===== config.mk =====
export PLATFORM = sky130hd
export DESIGN_NAME = module_pwr_seq_flat
export DESIGN_NICKNAME = d
export VERILOG_FILES = /design/src/logic/pwr_seq_pkg.sv /design/src/logic/pwr_seq_if.sv /design/src/logic/module_pwr_seq.sv /design/src/flat_wrapper.sv
export SDC_FILE = /design/constraint.sdc
export NUM_CORES = 1
export LEC_CHECK = 0
export BUFFER_PORTS_ARGS = -buffer_cell sky130_fd_sc_hd__clkbuf_2
export CORE_ASPECT_RATIO = 2
export CORE_MARGIN = 10
export CORE_UTILIZATION = 57
export CTS_BUF_LIST = sky130_fd_sc_hd__clkbuf_16
export CTS_CLUSTER_SIZE = 20
export DETAILED_ROUTE_END_ITERATION = 8
export GPL_ROUTABILITY_DRIVEN = 0
export PLACE_DENSITY = 0.92
export SYNTH_ARGS = -nofsm -noshare
export SYNTH_HDL_FRONTEND = slang
export SYNTH_SLANG_ARGS = --single-unit

===== constraint.sdc =====
create_clock -name CORE_CLK_I -period 3.17 [get_ports CORE_CLK_I]
set_input_delay 0.4755 -clock CORE_CLK_I [delete_from_list [all_inputs] [get_ports CORE_CLK_I]]
set_output_delay 0.4755 -clock CORE_CLK_I [all_outputs]
set_load 0.05 [all_outputs]

===== src/logic/pwr_seq_pkg.sv =====
// shared constants for the module power sequencer and carrier logic
// Notes on behaviour
// RULE1: carrier holds power-off request until supply good
// RULE2: internal rail sequence starts before any enable
// RULE3: module asserts ps enable, carrier powers ps
// RULE4: pl enable follows ps, carrier powers pl
// RULE5: pl domain switched by monitor state register
// RULE6: write 0x3E to 0x08 on, 0x00 off
// RULE7: falling shutdown edge sequences all supplies down
// RULE8: shutdown ignored until power-on reset released
// RULE9: shutdown pin driven from output bit two
// RULE10: shutdown output bit defaults to zero
// RULE11: unused shutdown pin tri-stated, pulled high
// RULE12: rail enables active high, push-pull
// RULE13: enables low during power-off or shutdown
package pwr_seq_pkg;
  // monitor register map
  localparam logic [7:0] PL_PWR_STATE_ADDR = 8'h08;
  localparam logic [7:0] PL_PWR_OFF_VAL    = 8'h00;
  localparam logic [7:0] PL_PWR_ON_VAL     = 8'h3E;
  localparam logic [7:0] PL_PWR_RESET_VAL  = 8'h3E;
  // shutdown drive bit in management output register
  localparam int         SHDN_BIT          = 2;
  localparam logic [7:0] MGMT_OUT_RESET    = 8'h00;
  // sequencing step times
  localparam int         CLK_MHZ           = 100;
  localparam int         RAIL_STEP_US      = 10;
  localparam int         RAIL_STEP_CYC     = RAIL_STEP_US * CLK_MHZ;
  localparam int         POR_US            = 20;
  localparam int         POR_CYC           = POR_US * CLK_MHZ;
  localparam int         CNT_W             = 12;
endpackage


===== src/logic/pwr_seq_if.sv =====
// link between module sequencer and carrier power logic
`timescale 1ns/10ps
interface pwr_seq_if;
  logic       power_off_request_n;
  logic       ps_io_rail_enable;
  logic       pl_io_rail_enable;
  logic       pl_domain_good;
  logic       reg_wr;
  logic [7:0] reg_addr;
  logic [7:0] reg_wdata;
  logic [7:0] reg_rdata;
  modport module_end (
    input  power_off_request_n, reg_wr, reg_addr, reg_wdata,
    output ps_io_rail_enable, pl_io_rail_enable, pl_domain_good, reg_rdata
  );
  modport carrier_end (
    output power_off_request_n, reg_wr, reg_addr, reg_wdata,
    input  ps_io_rail_enable, pl_io_rail_enable, pl_domain_good, reg_rdata
  );
endinterface


===== src/logic/module_pwr_seq.sv =====
// module-side power sequencer with shutdown edge detection
`timescale 1ns/10ps
module module_pwr_seq
  import pwr_seq_pkg::*;
(
  // clock and reset
  input  wire logic       CORE_CLK_I,
  input  wire logic       SYS_RST_I,
  // carrier link
  pwr_seq_if.module_end   LINK,
  // management processor shutdown pin (three signals)
  input  wire logic       SHDN_PIN_I,
  output logic            SHDN_PIN_O,
  output logic            SHDN_PIN_OE_O,
  // management output register write and software shutdown use
  input  wire logic       MGMT_WR_I,
  input  wire logic [7:0] MGMT_WDATA_I,
  input  wire logic       SW_SHDN_USED_I,
  // status
  output logic            POR_DONE_O,
  output logic            CORE_RAILS_UP_O,
  output logic [7:0]      MGMT_OUT_O
);
  typedef enum logic [4:0] {
    ST_OFF  = 5'b00001,
    ST_CORE = 5'b00010,
    ST_PS   = 5'b00100,
    ST_ON   = 5'b01000,
    ST_DOWN = 5'b10000
  } seq_t;

  seq_t             state_q;
  logic [CNT_W-1:0] step_q;
  logic [CNT_W-1:0] por_q;
  logic             por_done_q;
  logic             pin_q;
  logic             shdn_fall;
  logic [7:0]       pl_state_q;
  logic [7:0]       mgmt_q;
  logic             ps_en_q;
  logic             pl_en_q;
  logic             step_done;
  logic             down_done_q;
  logic             force_off;
  logic             shdn_start;
  logic             seq_restart;
  logic             ps_en_d;
  logic             pl_en_d;

  assign step_done = (step_q == CNT_W'(RAIL_STEP_CYC - 1));

  //////////////////////////////////////////////////////////////////////////
  // management output register, shutdown pin drive
  always_ff @(posedge CORE_CLK_I or posedge SYS_RST_I) begin
    if (SYS_RST_I) begin
      mgmt_q <= MGMT_OUT_RESET; // see RULE10
    end else if (MGMT_WR_I) begin
      mgmt_q <= MGMT_WDATA_I;
    end
  end
  assign SHDN_PIN_O    = mgmt_q[SHDN_BIT]; // see RULE9
  assign SHDN_PIN_OE_O = SW_SHDN_USED_I;   // see RULE11
  assign MGMT_OUT_O    = mgmt_q;

  //////////////////////////////////////////////////////////////////////////
  // power-on reset timer, starts with the internal sequence
  always_ff @(posedge CORE_CLK_I or posedge SYS_RST_I) begin
    if (SYS_RST_I) begin
      por_q      <= '0;
      por_done_q <= 1'b0;
    end else if (state_q == ST_OFF) begin
      por_q      <= '0;
      por_done_q <= 1'b0;
    end else if (!por_done_q) begin
      por_q      <= por_q + 1'b1;
      por_done_q <= (por_q == CNT_W'(POR_CYC - 1));
    end
  end

  //////////////////////////////////////////////////////////////////////////
  // shutdown edge detector, blind until the power-on reset timer is done
  always_ff @(posedge CORE_CLK_I or posedge SYS_RST_I) begin
    if (SYS_RST_I) begin
      pin_q <= 1'b1;
    end else begin
      pin_q <= SHDN_PIN_I;
    end
  end
  assign shdn_fall = por_done_q && pin_q && !SHDN_PIN_I; // see RULE7, RULE8

  //////////////////////////////////////////////////////////////////////////
  // sequence restarts: power-off request or accepted shutdown edge
  assign force_off   = !LINK.power_off_request_n && (state_q != ST_DOWN);
  assign shdn_start  = shdn_fall && (state_q != ST_DOWN);
  assign seq_restart = force_off || shdn_start;

  //////////////////////////////////////////////////////////////////////////
  // step counter, runs in the timed states only
  always_ff @(posedge CORE_CLK_I or posedge SYS_RST_I) begin
    if (SYS_RST_I) begin
      step_q <= '0;
    end else if (seq_restart || step_done) begin
      step_q <= '0;
    end else if ((state_q == ST_OFF) || (state_q == ST_ON)) begin
      step_q <= '0;
    end else begin
      step_q <= step_q + 1'b1;
    end
  end

  //////////////////////////////////////////////////////////////////////////
  // shutdown step complete, kept so a late power-off request still lands
  always_ff @(posedge CORE_CLK_I or posedge SYS_RST_I) begin
    if (SYS_RST_I) begin
      down_done_q <= 1'b0;
    end else if (state_q != ST_DOWN) begin
      down_done_q <= 1'b0;
    end else if (step_done) begin
      down_done_q <= 1'b1;
    end
  end

  //////////////////////////////////////////////////////////////////////////
  // sequencer
  always_ff @(posedge CORE_CLK_I or posedge SYS_RST_I) begin
    if (SYS_RST_I) begin
      state_q <= ST_OFF;
    end else if (force_off) begin
      state_q <= ST_OFF; // see RULE13
    end else if (shdn_start) begin
      state_q <= ST_DOWN; // see RULE7
    end else begin
      unique case (state_q)
        ST_OFF: begin
          state_q <= ST_CORE; // see RULE2
        end
        ST_CORE: begin
          if (step_done && por_done_q) begin
            state_q <= ST_PS;
          end
        end
        ST_PS: begin
          if (step_done) begin
            state_q <= ST_ON;
          end
        end
        ST_ON: begin
          state_q <= ST_ON;
        end
        ST_DOWN: begin
          if ((step_done || down_done_q) && !LINK.power_off_request_n) begin
            state_q <= ST_OFF; // see RULE13
          end
        end
      endcase
    end
  end

  //////////////////////////////////////////////////////////////////////////
  // rail enable levels per state
  always_comb begin
    ps_en_d = 1'b0;
    pl_en_d = 1'b0;
    unique case (state_q)
      ST_OFF, ST_CORE, ST_DOWN: begin
        ps_en_d = 1'b0;
        pl_en_d = 1'b0;
      end
      ST_PS: begin
        ps_en_d = 1'b1; // see RULE3
      end
      ST_ON: begin
        ps_en_d = 1'b1; // see RULE3
        pl_en_d = 1'b1; // see RULE4
      end
    endcase
  end

  // rail enables, registered push-pull levels
  always_ff @(posedge CORE_CLK_I or posedge SYS_RST_I) begin
    if (SYS_RST_I) begin
      ps_en_q <= 1'b0;
      pl_en_q <= 1'b0;
    end else begin
      ps_en_q <= ps_en_d;
      pl_en_q <= pl_en_d;
    end
  end
  assign LINK.ps_io_rail_enable = ps_en_q; // see RULE12
  assign LINK.pl_io_rail_enable = pl_en_q; // see RULE12

  //////////////////////////////////////////////////////////////////////////
  // pl power state register in the monitor
  always_ff @(posedge CORE_CLK_I or posedge SYS_RST_I) begin
    if (SYS_RST_I) begin
      pl_state_q <= PL_PWR_RESET_VAL;
    end else if (LINK.reg_wr && LINK.reg_addr == PL_PWR_STATE_ADDR) begin
      pl_state_q <= LINK.reg_wdata; // see RULE5
    end
  end
  assign LINK.reg_rdata = (LINK.reg_addr == PL_PWR_STATE_ADDR) ?
                          pl_state_q : 8'h00;
  assign LINK.pl_domain_good = (pl_state_q == PL_PWR_ON_VAL) &&
                               (state_q == ST_ON); // see RULE5

  assign POR_DONE_O      = por_done_q;
  assign CORE_RAILS_UP_O = (state_q != ST_OFF) && (state_q != ST_DOWN);
endmodule


===== src/flat_wrapper.sv =====
// flat-port wrapper written by rule: the top's interface ports become plain ports
module module_pwr_seq_flat import pwr_seq_pkg::*;
  (CORE_CLK_I, SYS_RST_I, SHDN_PIN_I, SHDN_PIN_O, SHDN_PIN_OE_O, MGMT_WR_I, MGMT_WDATA_I, SW_SHDN_USED_I, POR_DONE_O, CORE_RAILS_UP_O, MGMT_OUT_O, LINK_power_off_request_n, LINK_reg_wr, LINK_reg_addr, LINK_reg_wdata, LINK_ps_io_rail_enable, LINK_pl_io_rail_enable, LINK_pl_domain_good, LINK_reg_rdata);
  pwr_seq_if LINK_i ();
  input  wire logic CORE_CLK_I;
  input  wire logic SYS_RST_I;
  input  wire logic SHDN_PIN_I;
  output logic SHDN_PIN_O;
  output logic SHDN_PIN_OE_O;
  input  wire logic MGMT_WR_I;
  input  wire logic [7:0] MGMT_WDATA_I;
  input  wire logic SW_SHDN_USED_I;
  output logic POR_DONE_O;
  output logic CORE_RAILS_UP_O;
  output logic [7:0] MGMT_OUT_O;
  input wire logic [$bits(LINK_i.power_off_request_n)-1:0] LINK_power_off_request_n;
  input wire logic [$bits(LINK_i.reg_wr)-1:0] LINK_reg_wr;
  input wire logic [$bits(LINK_i.reg_addr)-1:0] LINK_reg_addr;
  input wire logic [$bits(LINK_i.reg_wdata)-1:0] LINK_reg_wdata;
  output wire logic [$bits(LINK_i.ps_io_rail_enable)-1:0] LINK_ps_io_rail_enable;
  output wire logic [$bits(LINK_i.pl_io_rail_enable)-1:0] LINK_pl_io_rail_enable;
  output wire logic [$bits(LINK_i.pl_domain_good)-1:0] LINK_pl_domain_good;
  output wire logic [$bits(LINK_i.reg_rdata)-1:0] LINK_reg_rdata;
  assign LINK_i.power_off_request_n = LINK_power_off_request_n;
  assign LINK_i.reg_wr = LINK_reg_wr;
  assign LINK_i.reg_addr = LINK_reg_addr;
  assign LINK_i.reg_wdata = LINK_reg_wdata;
  assign LINK_ps_io_rail_enable = LINK_i.ps_io_rail_enable;
  assign LINK_pl_io_rail_enable = LINK_i.pl_io_rail_enable;
  assign LINK_pl_domain_good = LINK_i.pl_domain_good;
  assign LINK_reg_rdata = LINK_i.reg_rdata;
  module_pwr_seq u_core (.CORE_CLK_I(CORE_CLK_I), .SYS_RST_I(SYS_RST_I), .LINK(LINK_i), .SHDN_PIN_I(SHDN_PIN_I), .SHDN_PIN_O(SHDN_PIN_O), .SHDN_PIN_OE_O(SHDN_PIN_OE_O), .MGMT_WR_I(MGMT_WR_I), .MGMT_WDATA_I(MGMT_WDATA_I), .SW_SHDN_USED_I(SW_SHDN_USED_I), .POR_DONE_O(POR_DONE_O), .CORE_RAILS_UP_O(CORE_RAILS_UP_O), .MGMT_OUT_O(MGMT_OUT_O));
endmodule

==> impl_metrics.json, run 1 <==
{
  "cts_setup_buffers": 0,
  "cts_root_buffer": "clkbuf_16",
  "antenna_found_initial": 0,
  "min_period_ps": 2320,
  "syn_avg_cell_area_um2": 10.9,
  "finalNetCount": 299,
  "cp_slowest_stage_delay_ps": 500,
  "cts.clk_slew.worst_paths_ps": 60,
  "layout_common_cells": "clkbuf_2 (51), dfrtp_1 (43), nor2_1 (34)",
  "cp_top_family": "simple AND/OR/NAND/NOR gates",
  "cap_violations": 0,
  "routed_wl_um": 5210,
  "yosysWarnings": 0,
  "pwr_density_cell_nw_per_um2": 498,
  "cts_resized": 0,
  "grt_max_degree": 51,
  "slew_headroom_pct": 33.4,
  "async_flop_share_pct": 100,
  "critPathMaxFanout": 14,
  "grt_overflow": 0,
  "grt_util_all_layers_pct": 14.9,
  "htree_num_levels": 2,
  "numCtsBuffers": 5,
  "fin_cells": 319,
  "start_kind": "flop",
  "grt_pass1_wl_um": 8470,
  "cp_slowest_cell": "and3b_1",
  "synth_cell_type_count": 37,
  "port_buffers": 51,
  "core-area_um2": 4050,
  "fin_tns_setup_ps": 0,
  "required_ps": 2690,
  "die_area_um2": 7280,
  "busiest_layer": "met2",
  "setup_ws_ps": 849,
  "final_hold_viol_count": 0,
  "maxSlewViolCount": 0,
  "grt_util_met2_pct": 27.8,
  "drc": 0,
  "outcome": "finished clean",
  "routedWlPerCell_um": 16.3,
  "core.rowCount": 33,
  "clk_latency_ps": 280,
  "synth-seq-cells": 50,
  "drt_pre_antenna_iters": 4,
  "critPathKind": "reg2out",
  "ant_nets": 0,
  "start_util_pct": 58.4,
  "die_w_um": 65.5,
  "min_path_type": "in2reg",
  "path_buf_inv": 1,
  "chipHeight_um": 111,
  "cts_buffer_depth": 2,
  "grt_use_met1_pct": 13.8,
  "vias": 1755,
  "grt_pass1_vias": 1791,
  "max_freq_mhz": 431,
  "synth_edf_count": 0,
  "synth_fp_nets": 249,
  "layout_commonest_cell": "clkbuf_2",
  "synth-seq-area-share_pct": 53.3,
  "drt_iter0_drc": 67,
  "leakage_nw": 1.29,
  "grt_util_met3_pct": 4.05,
  "fillers": 337,
  "cts_tree": "yes",
  "fin_util_pct": 68.7,
  "dp_slack_ps": 1090,
  "diodes": 0,
  "holdBufCountCts": 0,
  "drive_gt1_share_pct": 28.8,
  "holdWs_ps": 281,
  "area_growth_pct": 17.6,
  "synthCells": 216,
  "io_pins": 54,
  "viasPerCell": 5.50,
  "syn_area_um2": 2360,
  "ir_worst_vdd_mv": 0.522,
  "synth-main-ff-cell": "dfrtp_1",
  "cp.arrival_ps": 1850,
  "setup_viol": 0,
  "fin_crit_sh_pct": 73.2,
  "crit_chain": "nor3_1, and3b_1, nor2b_1, clkbuf_2",
  "placedCellCount": 311,
  "crit_path_end_kind": "output port",
  "dp_hpwl_um": 3890,
  "tightest_slew_ps": 998,
  "finalClockSkew_ps": 2.43,
  "cts.sinks": 50,
  "rsz0062_at_grt": "false"
}
[power by group]
group,switching [mW],leakage (nW),internal (mW)
clock network,0.210,0.0724,0.285
registers,0.0419,0.646,0.680
logic,0.106,0.575,0.0612
total,0.357,1.29,1.03
[layout make-up]
cell class	count	area, um^2	share of cell area (%)
clock buffer	5	125	4.50
clock inverter	3	12.5	0.450
inverter	6	22.5	0.810
multi-input combinational	152	1040	37.4
sequential	50	1260	45.3
tap	52	65.1	2.34
timing repair buffer	51	255	9.19
[cells by family after synthesis]
group	share of synthesized area, %
fa+ha+maj	1.06
buf+inv	2.70
xor+xnor	8.53
flops	53.3
compound gates	3.50
simple gates	22.8
mux	8.05
[metrics by stage]
step	area [um^2]	power, mW
2_1_floorplan	2360	0.848
3_3_place_gp	2640	0.892
3_5_place_dp	2640	0.902
4_1_cts	2780	1.40
5_1_grt	2780	1.44
6_report	2780	1.38
[sequential cells by signal, indices dropped and copies added (netlist names)]
name / count
u_core.por_q: 12
u_core.step_q: 12
u_core.MGMT_OUT_O: 8
u_core.pl_state_q: 8
u_core.state_q: 5
u_core.LINK.pl_io_rail_enable: 1
u_core.LINK.ps_io_rail_enable: 1
u_core.POR_DONE_O: 1
u_core.down_done_q: 1
u_core.pin_q: 1
[path summary, 6_finish.rpt]
| path | from | endpoint | slack (ps) | cells after the start |
|---|---|---|---|---|
| worst min-delay path | SHDN_PIN_I | u_core.pin_q$_DFF_PP1_ | 280 | 1 |
| worst max-delay path | u_core.state_q[2]$_DFFE_PP0P_ | CORE_RAILS_UP_O | 850 | 4 |
| min in group asynchronous | SYS_RST_I | u_core.state_q[3]$_DFFE_PP0P_ | 410 | 2 |
| worst min register to register | u_core.step_q[0]$_DFF_PP0_ | u_core.step_q[0]$_DFF_PP0_ | 480 | 1 |
| worst max register to register | u_core.step_q[4]$_DFF_PP0_ | u_core.state_q[3]$_DFFE_PP0P_ | 1290 | 4 |
| max in group asynchronous | SYS_RST_I | u_core.step_q[6]$_DFF_PP0_ | 2140 | 2 |
[synth_stat cells, types with 3 or more instances]
cell	n	area, um^2
mux2_1	8	90.1
inv_1	6	22.5
xnor2_1	11	96.3
and2_1	10	62.6
clkbuf_1	5	18.8
buf_4	3	22.5
a21oi_1	4	20.0
mux2_2	8	90.1
or3_1	3	18.8
nand3_1	9	45.0
nor3_1	5	25.0
nand2_1	8	30.0
xor2_1	12	105
dfstp_2	7	184
nand4_1	9	56.3
and3_1	3	18.8
nor2_1	34	128
dfrtp_1	43	1080
nor4_1	4	25.0
[routing by layer]
metal,part of all wire [%],vias up
li1,-,848
met4,2.0,0
met5,0,-
met3,3.3,8
met1,35,866
met2,60,33
[worst reg2reg max path, cell delays in order, from the launching register on]
cell,delay (ps)
dfrtp_1,430
or4_4,560
nor4_4,310
a2111oi_1,170
a2111oi_2,300
Note: power is estimated with default switching activity, not from simulation.
==> run 2: changes to the inputs <==
Settings changed: CORE_UTILIZATION 57 to 48, PLACE_DENSITY 0.92 to 0.83.
Clock period 3.17 ns to 1.9 ns, I/O delays scaled along.
==> run 2 against run 1 <==
  * The run now ends with negative setup slack left
  * Critical path depth is 1 lower
  * Die area increased by 14%
  * Register-to-register slack got worse by 1300 ps
  * Clock power rose by 110%
  * First-iteration DRC count down 37%
  * Worst setup slack got worse by 900 ps
  * Utilization decreased by 8.3 points
  * Final cell count up 3.4%
==> impl_metrics.json, run 2 (synthesis results as in run 1) <==
{
  "htree_num_levels": 2,
  "rsz0062_at_grt": "true",
  "leakage_nw": 1.35,
  "ant_nets": 0,
  "min_period_ps": 1960,
  "viasPerCell": 5.45,
  "diodes": 0,
  "cts_buffer_depth": 2,
  "cp.arrival_ps": 1670,
  "place_area_um2": 2700,
  "grt_overflow": 0,
  "cts.clk_slew.worst_paths_ps": 60,
  "drt_iter0_drc": 42,
  "drive_gt1_share_pct": 33.7,
  "chipHeight_um": 119,
  "final_hold_viol_count": 0,
  "critPathKind": "reg2out",
  "finalClockSkew_ps": 7.32,
  "die_area_um2": 8300,
  "cts_root_buffer": "clkbuf_16",
  "layout_commonest_cell": "clkbuf_2",
  "path_buf_inv": 1,
  "start_kind": "flop",
  "antenna_found_initial": 0,
  "port_buffers": 51,
  "core.rowCount": 36,
  "slew_headroom_pct": 60.0,
  "drc": 0,
  "violations": "negative setup slack",
  "placedCellCount": 321,
  "grt_max_degree": 51,
  "clk_latency_ps": 290,
  "fin_cells": 330,
  "stdcell_area_um2": 2910,
  "numCtsBuffers": 5,
  "holdBufCountCts": 0,
  "cp_slowest_stage_delay_ps": 530,
  "die_w_um": 69.6,
  "dp_hpwl_um": 3870,
  "max_freq_mhz": 511,
  "cp_top_family": "simple AND/OR/NAND/NOR gates",
  "area_growth_pct": 23.1,
  "crit_path_end_kind": "output port",
  "vias": 1799,
  "setup_ws_ps": -55.1,
  "pwr_density_cell_nw_per_um2": 862,
  "critPathMaxFanout": 2,
  "tightest_slew_ps": 600,
  "finalNetCount": 305,
  "start_util_pct": 49.0,
  "dp_slack_ps": 50.1,
  "layout_common_cells": "clkbuf_2 (49), dfrtp_1 (42), nor2_1 (33)",
  "cts.sinks": 50,
  "drt_pre_antenna_iters": 4,
  "ir_worst_vdd_mv": 0.983,
  "routedWlPerCell_um": 15.6,
  "outcome": "complete, but fails checks",
  "grt_pass1_wl_um": 8820,
  "grt_util_all_layers_pct": 12.8,
  "routed_wl_um": 5160,
  "crit_chain": "or4b_4, nor4_4, clkbuf_8",
  "io_pins": 54,
  "setup_viol": 1,
  "cp_slowest_cell": "dfstp_2",
  "required_ps": 1620,
  "cap_violations": 0,
  "cts_tree": "yes",
  "grt_pass1_vias": 1904,
  "maxSlewViolCount": 0,
  "fin_crit_sh_pct": 103,
  "reg_top3": "u_core.por_q x12, u_core.step_q x12",
  "core-area_um2": 4820,
  "min_path_type": "in2reg",
  "holdWs_ps": 82.0
}
run 2: final timing paths:
kind | startpoint | cells past startpoint | endpoint | slack [ps]
setup / recovery | u_core.pl_state_q[1]$_DFFE_PP1P_ | 3 | LINK_pl_domain_good | -60
hold / removal | SHDN_PIN_I | 1 | u_core.pin_q$_DFF_PP1_ | 80
setup reg to reg | u_core.step_q[3]$_DFF_PP0_ | 4 | u_core.state_q[3]$_DFFE_PP0P_ | 40
hold reg to reg | u_core.step_q[0]$_DFF_PP0_ | 1 | u_core.step_q[0]$_DFF_PP0_ | 460
max in group asynchronous | SYS_RST_I | 3 | u_core.state_q[1]$_DFFE_PP0P_ | 1330
min in group asynchronous | SYS_RST_I | 3 | u_core.por_q[9]$_DFFE_PP0P_ | 130
run 2: metal layers:
layer  vias up  share of wire [%]  GRT usage [%]
met4         0                2.1           5.70
met5         -                  0              0
met1       889                 35           12.3
li1        858                  -              -
met3        10                5.9           3.66
met2        42                 57           24.1
run 2: stage by stage:
step	util [%]	total power, mW	setup TNS [ps]
6_report	60.3	2.51	-55.1
5_1_grt	60.3	2.61	-146
4_1_cts	60.2	2.53	-49.5
3_5_place_dp	56.0	1.50	0
3_3_place_gp	56.0	1.49	0
2_1_floorplan	-	1.42	0
run 2: what timing repair did:
item | 4_1_cts | 5_1_grt
pin swaps | 1 | 0
gates resized for setup | 5 | 4
setup buffers | 1 | 0
endpoints found under the setup margin | 2 | 3
run 2: cell type report:
cell class	count	area (um^2)
Fill cell	427	1910
Sequential cell	50	1260
Multi-Input combinational cell	152	1070
Timing Repair Buffer	57	309
Clock buffer	5	125
Tap cell	57	71.3
Clock inverter	3	43.8
Inverter	6	22.5
run 2: where the power goes:
| group | switching (mW) | total [mW] | leakage, nW | internal (mW) |
|---|---|---|---|---|
| registers | 0.0677 | 1.20 | 0.645 | 1.13 |
| logic | 0.174 | 0.283 | 0.624 | 0.109 |
| clock network | 0.397 | 1.02 | 0.0842 | 0.624 |
| total | 0.639 | 2.51 | 1.35 | 1.87 |
==> run 3: changes to the inputs <==
Settings changed: BUFFER_PORTS_ARGS -buffer_cell sky130_fd_sc_hd__clkbuf_2 to -buffer_cell sky130_fd_sc_hd__buf_4, CTS_CLUSTER_DIAMETER from default to 40, GPL_ROUTABILITY_DRIVEN 0 to default.
==> run 3 against run 2 <==
  * Critical path type unchanged
  * Final area is 5.6% higher
  * First-iteration DRC count increased by 50%
  * Utilization up 3.3 points
  * Final cell count rose by 0.30%
  * Highest routed layer unchanged
  * Power rose by 6.6%
  * The flow still finishes with violations (negative setup slack)
  * Worst hold slack better by 21 ps
  * Sequential share of layout area shrank 2.3 points
==> impl_metrics.json, run 3 (synthesis results as in run 1) <==
{
  "vias": 1769,
  "numCtsBuffers": 5,
  "cts.clk_slew.worst_paths_ps": 70,
  "routed_wl_um": 5410,
  "slew_headroom_pct": 71.1,
  "grt_pass1_wl_um": 9180,
  "drt_iter0_drc": 63,
  "met3_length_um": 311,
  "finalNetCount": 306,
  "tightest_slew_ps": 433,
  "min_path_type": "in2reg",
  "area_growth_pct": 29.9,
  "drc": 0,
  "critPathMaxFanout": 2,
  "max_freq_mhz": 518,
  "viasPerCell": 5.34,
  "critPathKind": "reg2out",
  "ir_worst_vdd_mv": 1.01,
  "diodes": 0,
  "drive_gt1_share_pct": 32.5,
  "finalClockSkew_ps": 7.90,
  "pwr_density_cell_nw_per_um2": 870,
  "dp_slack_ps": 23.7,
  "core.rowCount": 36,
  "cap_violations": 0,
  "dr.max_layer_used": "met4",
  "ant_nets": 0,
  "clk_latency_ps": 290,
  "drt_pre_antenna_iters": 4,
  "antenna_found_initial": 0,
  "die_w_um": 69.6,
  "setup_ws_ps": -29.1,
  "cts_tree": "yes",
  "rsz0062_at_grt": "true",
  "setup_viol": 1,
  "routedWlPerCell_um": 16.3,
  "layout_commonest_cell": "buf_4",
  "grt_util_all_layers_pct": 13.4,
  "core-area_um2": 4820,
  "required_ps": 1620,
  "violations": "negative setup slack",
  "grt_max_degree": 25,
  "htree_num_levels": 2,
  "wl_met1_um": 1990,
  "maxSlewViolCount": 0,
  "cts_buffer_depth": 2,
  "dp_hpwl_um": 4180,
  "fin_crit_sh_pct": 102,
  "start_kind": "flop",
  "io_pins": 54,
  "start_util_pct": 49.0,
  "outcome": "complete, but fails checks",
  "cp.arrival_ps": 1640,
  "grt_overflow": 0,
  "place_area_um2": 2840,
  "dr_wl_met2_um": 3040,
  "final_hold_viol_count": 0,
  "holdWs_ps": 103,
  "min_period_ps": 1930,
  "chipHeight_um": 119,
  "port_buffers": 51,
  "layout_common_cells": "buf_4 (55), dfrtp_1 (43), nor2_1 (34)",
  "crit_path_end_kind": "output port",
  "die_area_um2": 8300,
  "stdcell_area_um2": 3070,
  "gp_congestion": 0.832,
  "cts_root_buffer": "clkbuf_16",
  "leakage_nw": 1.40,
  "grt_pass1_vias": 1896,
  "cts.sinks": 50,
  "reg_top3": "u_core.por_q x12, u_core.step_q x12"
}
-- run 3: worst paths after layout --
kind	end	start	slack (ps)	cells after the start
min in group asynchronous	u_core.MGMT_OUT_O[4]$_DFFE_PP0P_	SYS_RST_I	500	3
max in group asynchronous	u_core.pl_state_q[5]$_DFFE_PP1P_	SYS_RST_I	840	4
worst min-delay path	u_core.pin_q$_DFF_PP1_	SHDN_PIN_I	100	1
worst max-delay path	LINK_pl_domain_good	u_core.pl_state_q[1]$_DFFE_PP1P_	-30	3
worst max register to register	u_core.state_q[3]$_DFFE_PP0P_	u_core.step_q[11]$_DFF_PP0_	140	4
worst min register to register	u_core.step_q[0]$_DFF_PP0_	u_core.step_q[0]$_DFF_PP0_	470	1
-- run 3: critical path: stages (launching register included) --
cell and delay [ps]:
dfstp_2 540, or4b_4 470, nor4_4 150, buf_6 190
-- run 3: final cells by class --
class	count	area [um^2]
Inverter	6	22.5
Sequential cell	50	1260
Timing Repair Buffer	58	454
Clock buffer	5	125
Tap cell	57	71.3
Fill cell	379	1750
Clock inverter	3	68.8
Multi-Input combinational cell	152	1070
-- run 3: per-layer routing --
| layer | vias up | global-route usage, % |
|---|---|---|
| li1 | 857 | - |
| met1 | 862 | 13.2 |
| met2 | 43 | 25.1 |
| met3 | 7 | 4.24 |
| met4 | 0 | 4.56 |
| met5 | - | 0 |
-- run 3: repair_timing --
item | 4_1_cts | 5_1_grt
endpoints found under the hold margin | 11 | 0
pin swaps | 1 | 1
setup buffers | 1 | 0
hold buffers | 1 | 0
endpoints found under the setup margin | 2 | 6
gates resized for setup | 4 | 0
-- run 3: where the power goes --
part	leakage [nW]	switching, mW	internal (mW)
sequential	0.646	0.0677	1.13
combinational	0.665	0.180	0.143
clock	0.0940	0.389	0.756
total	1.40	0.637	2.03
-- run 3: metrics by stage --
step	util, %	instances	power [mW]	TNS [ps]
after floorplan	-	216	1.42	0
after global placement	58.9	321	1.53	0
after detailed placement	58.9	321	1.54	0
after CTS	63.7	331	2.70	-30.0
after global routing	63.7	331	2.77	-105
final	63.7	331	2.67	-29.1
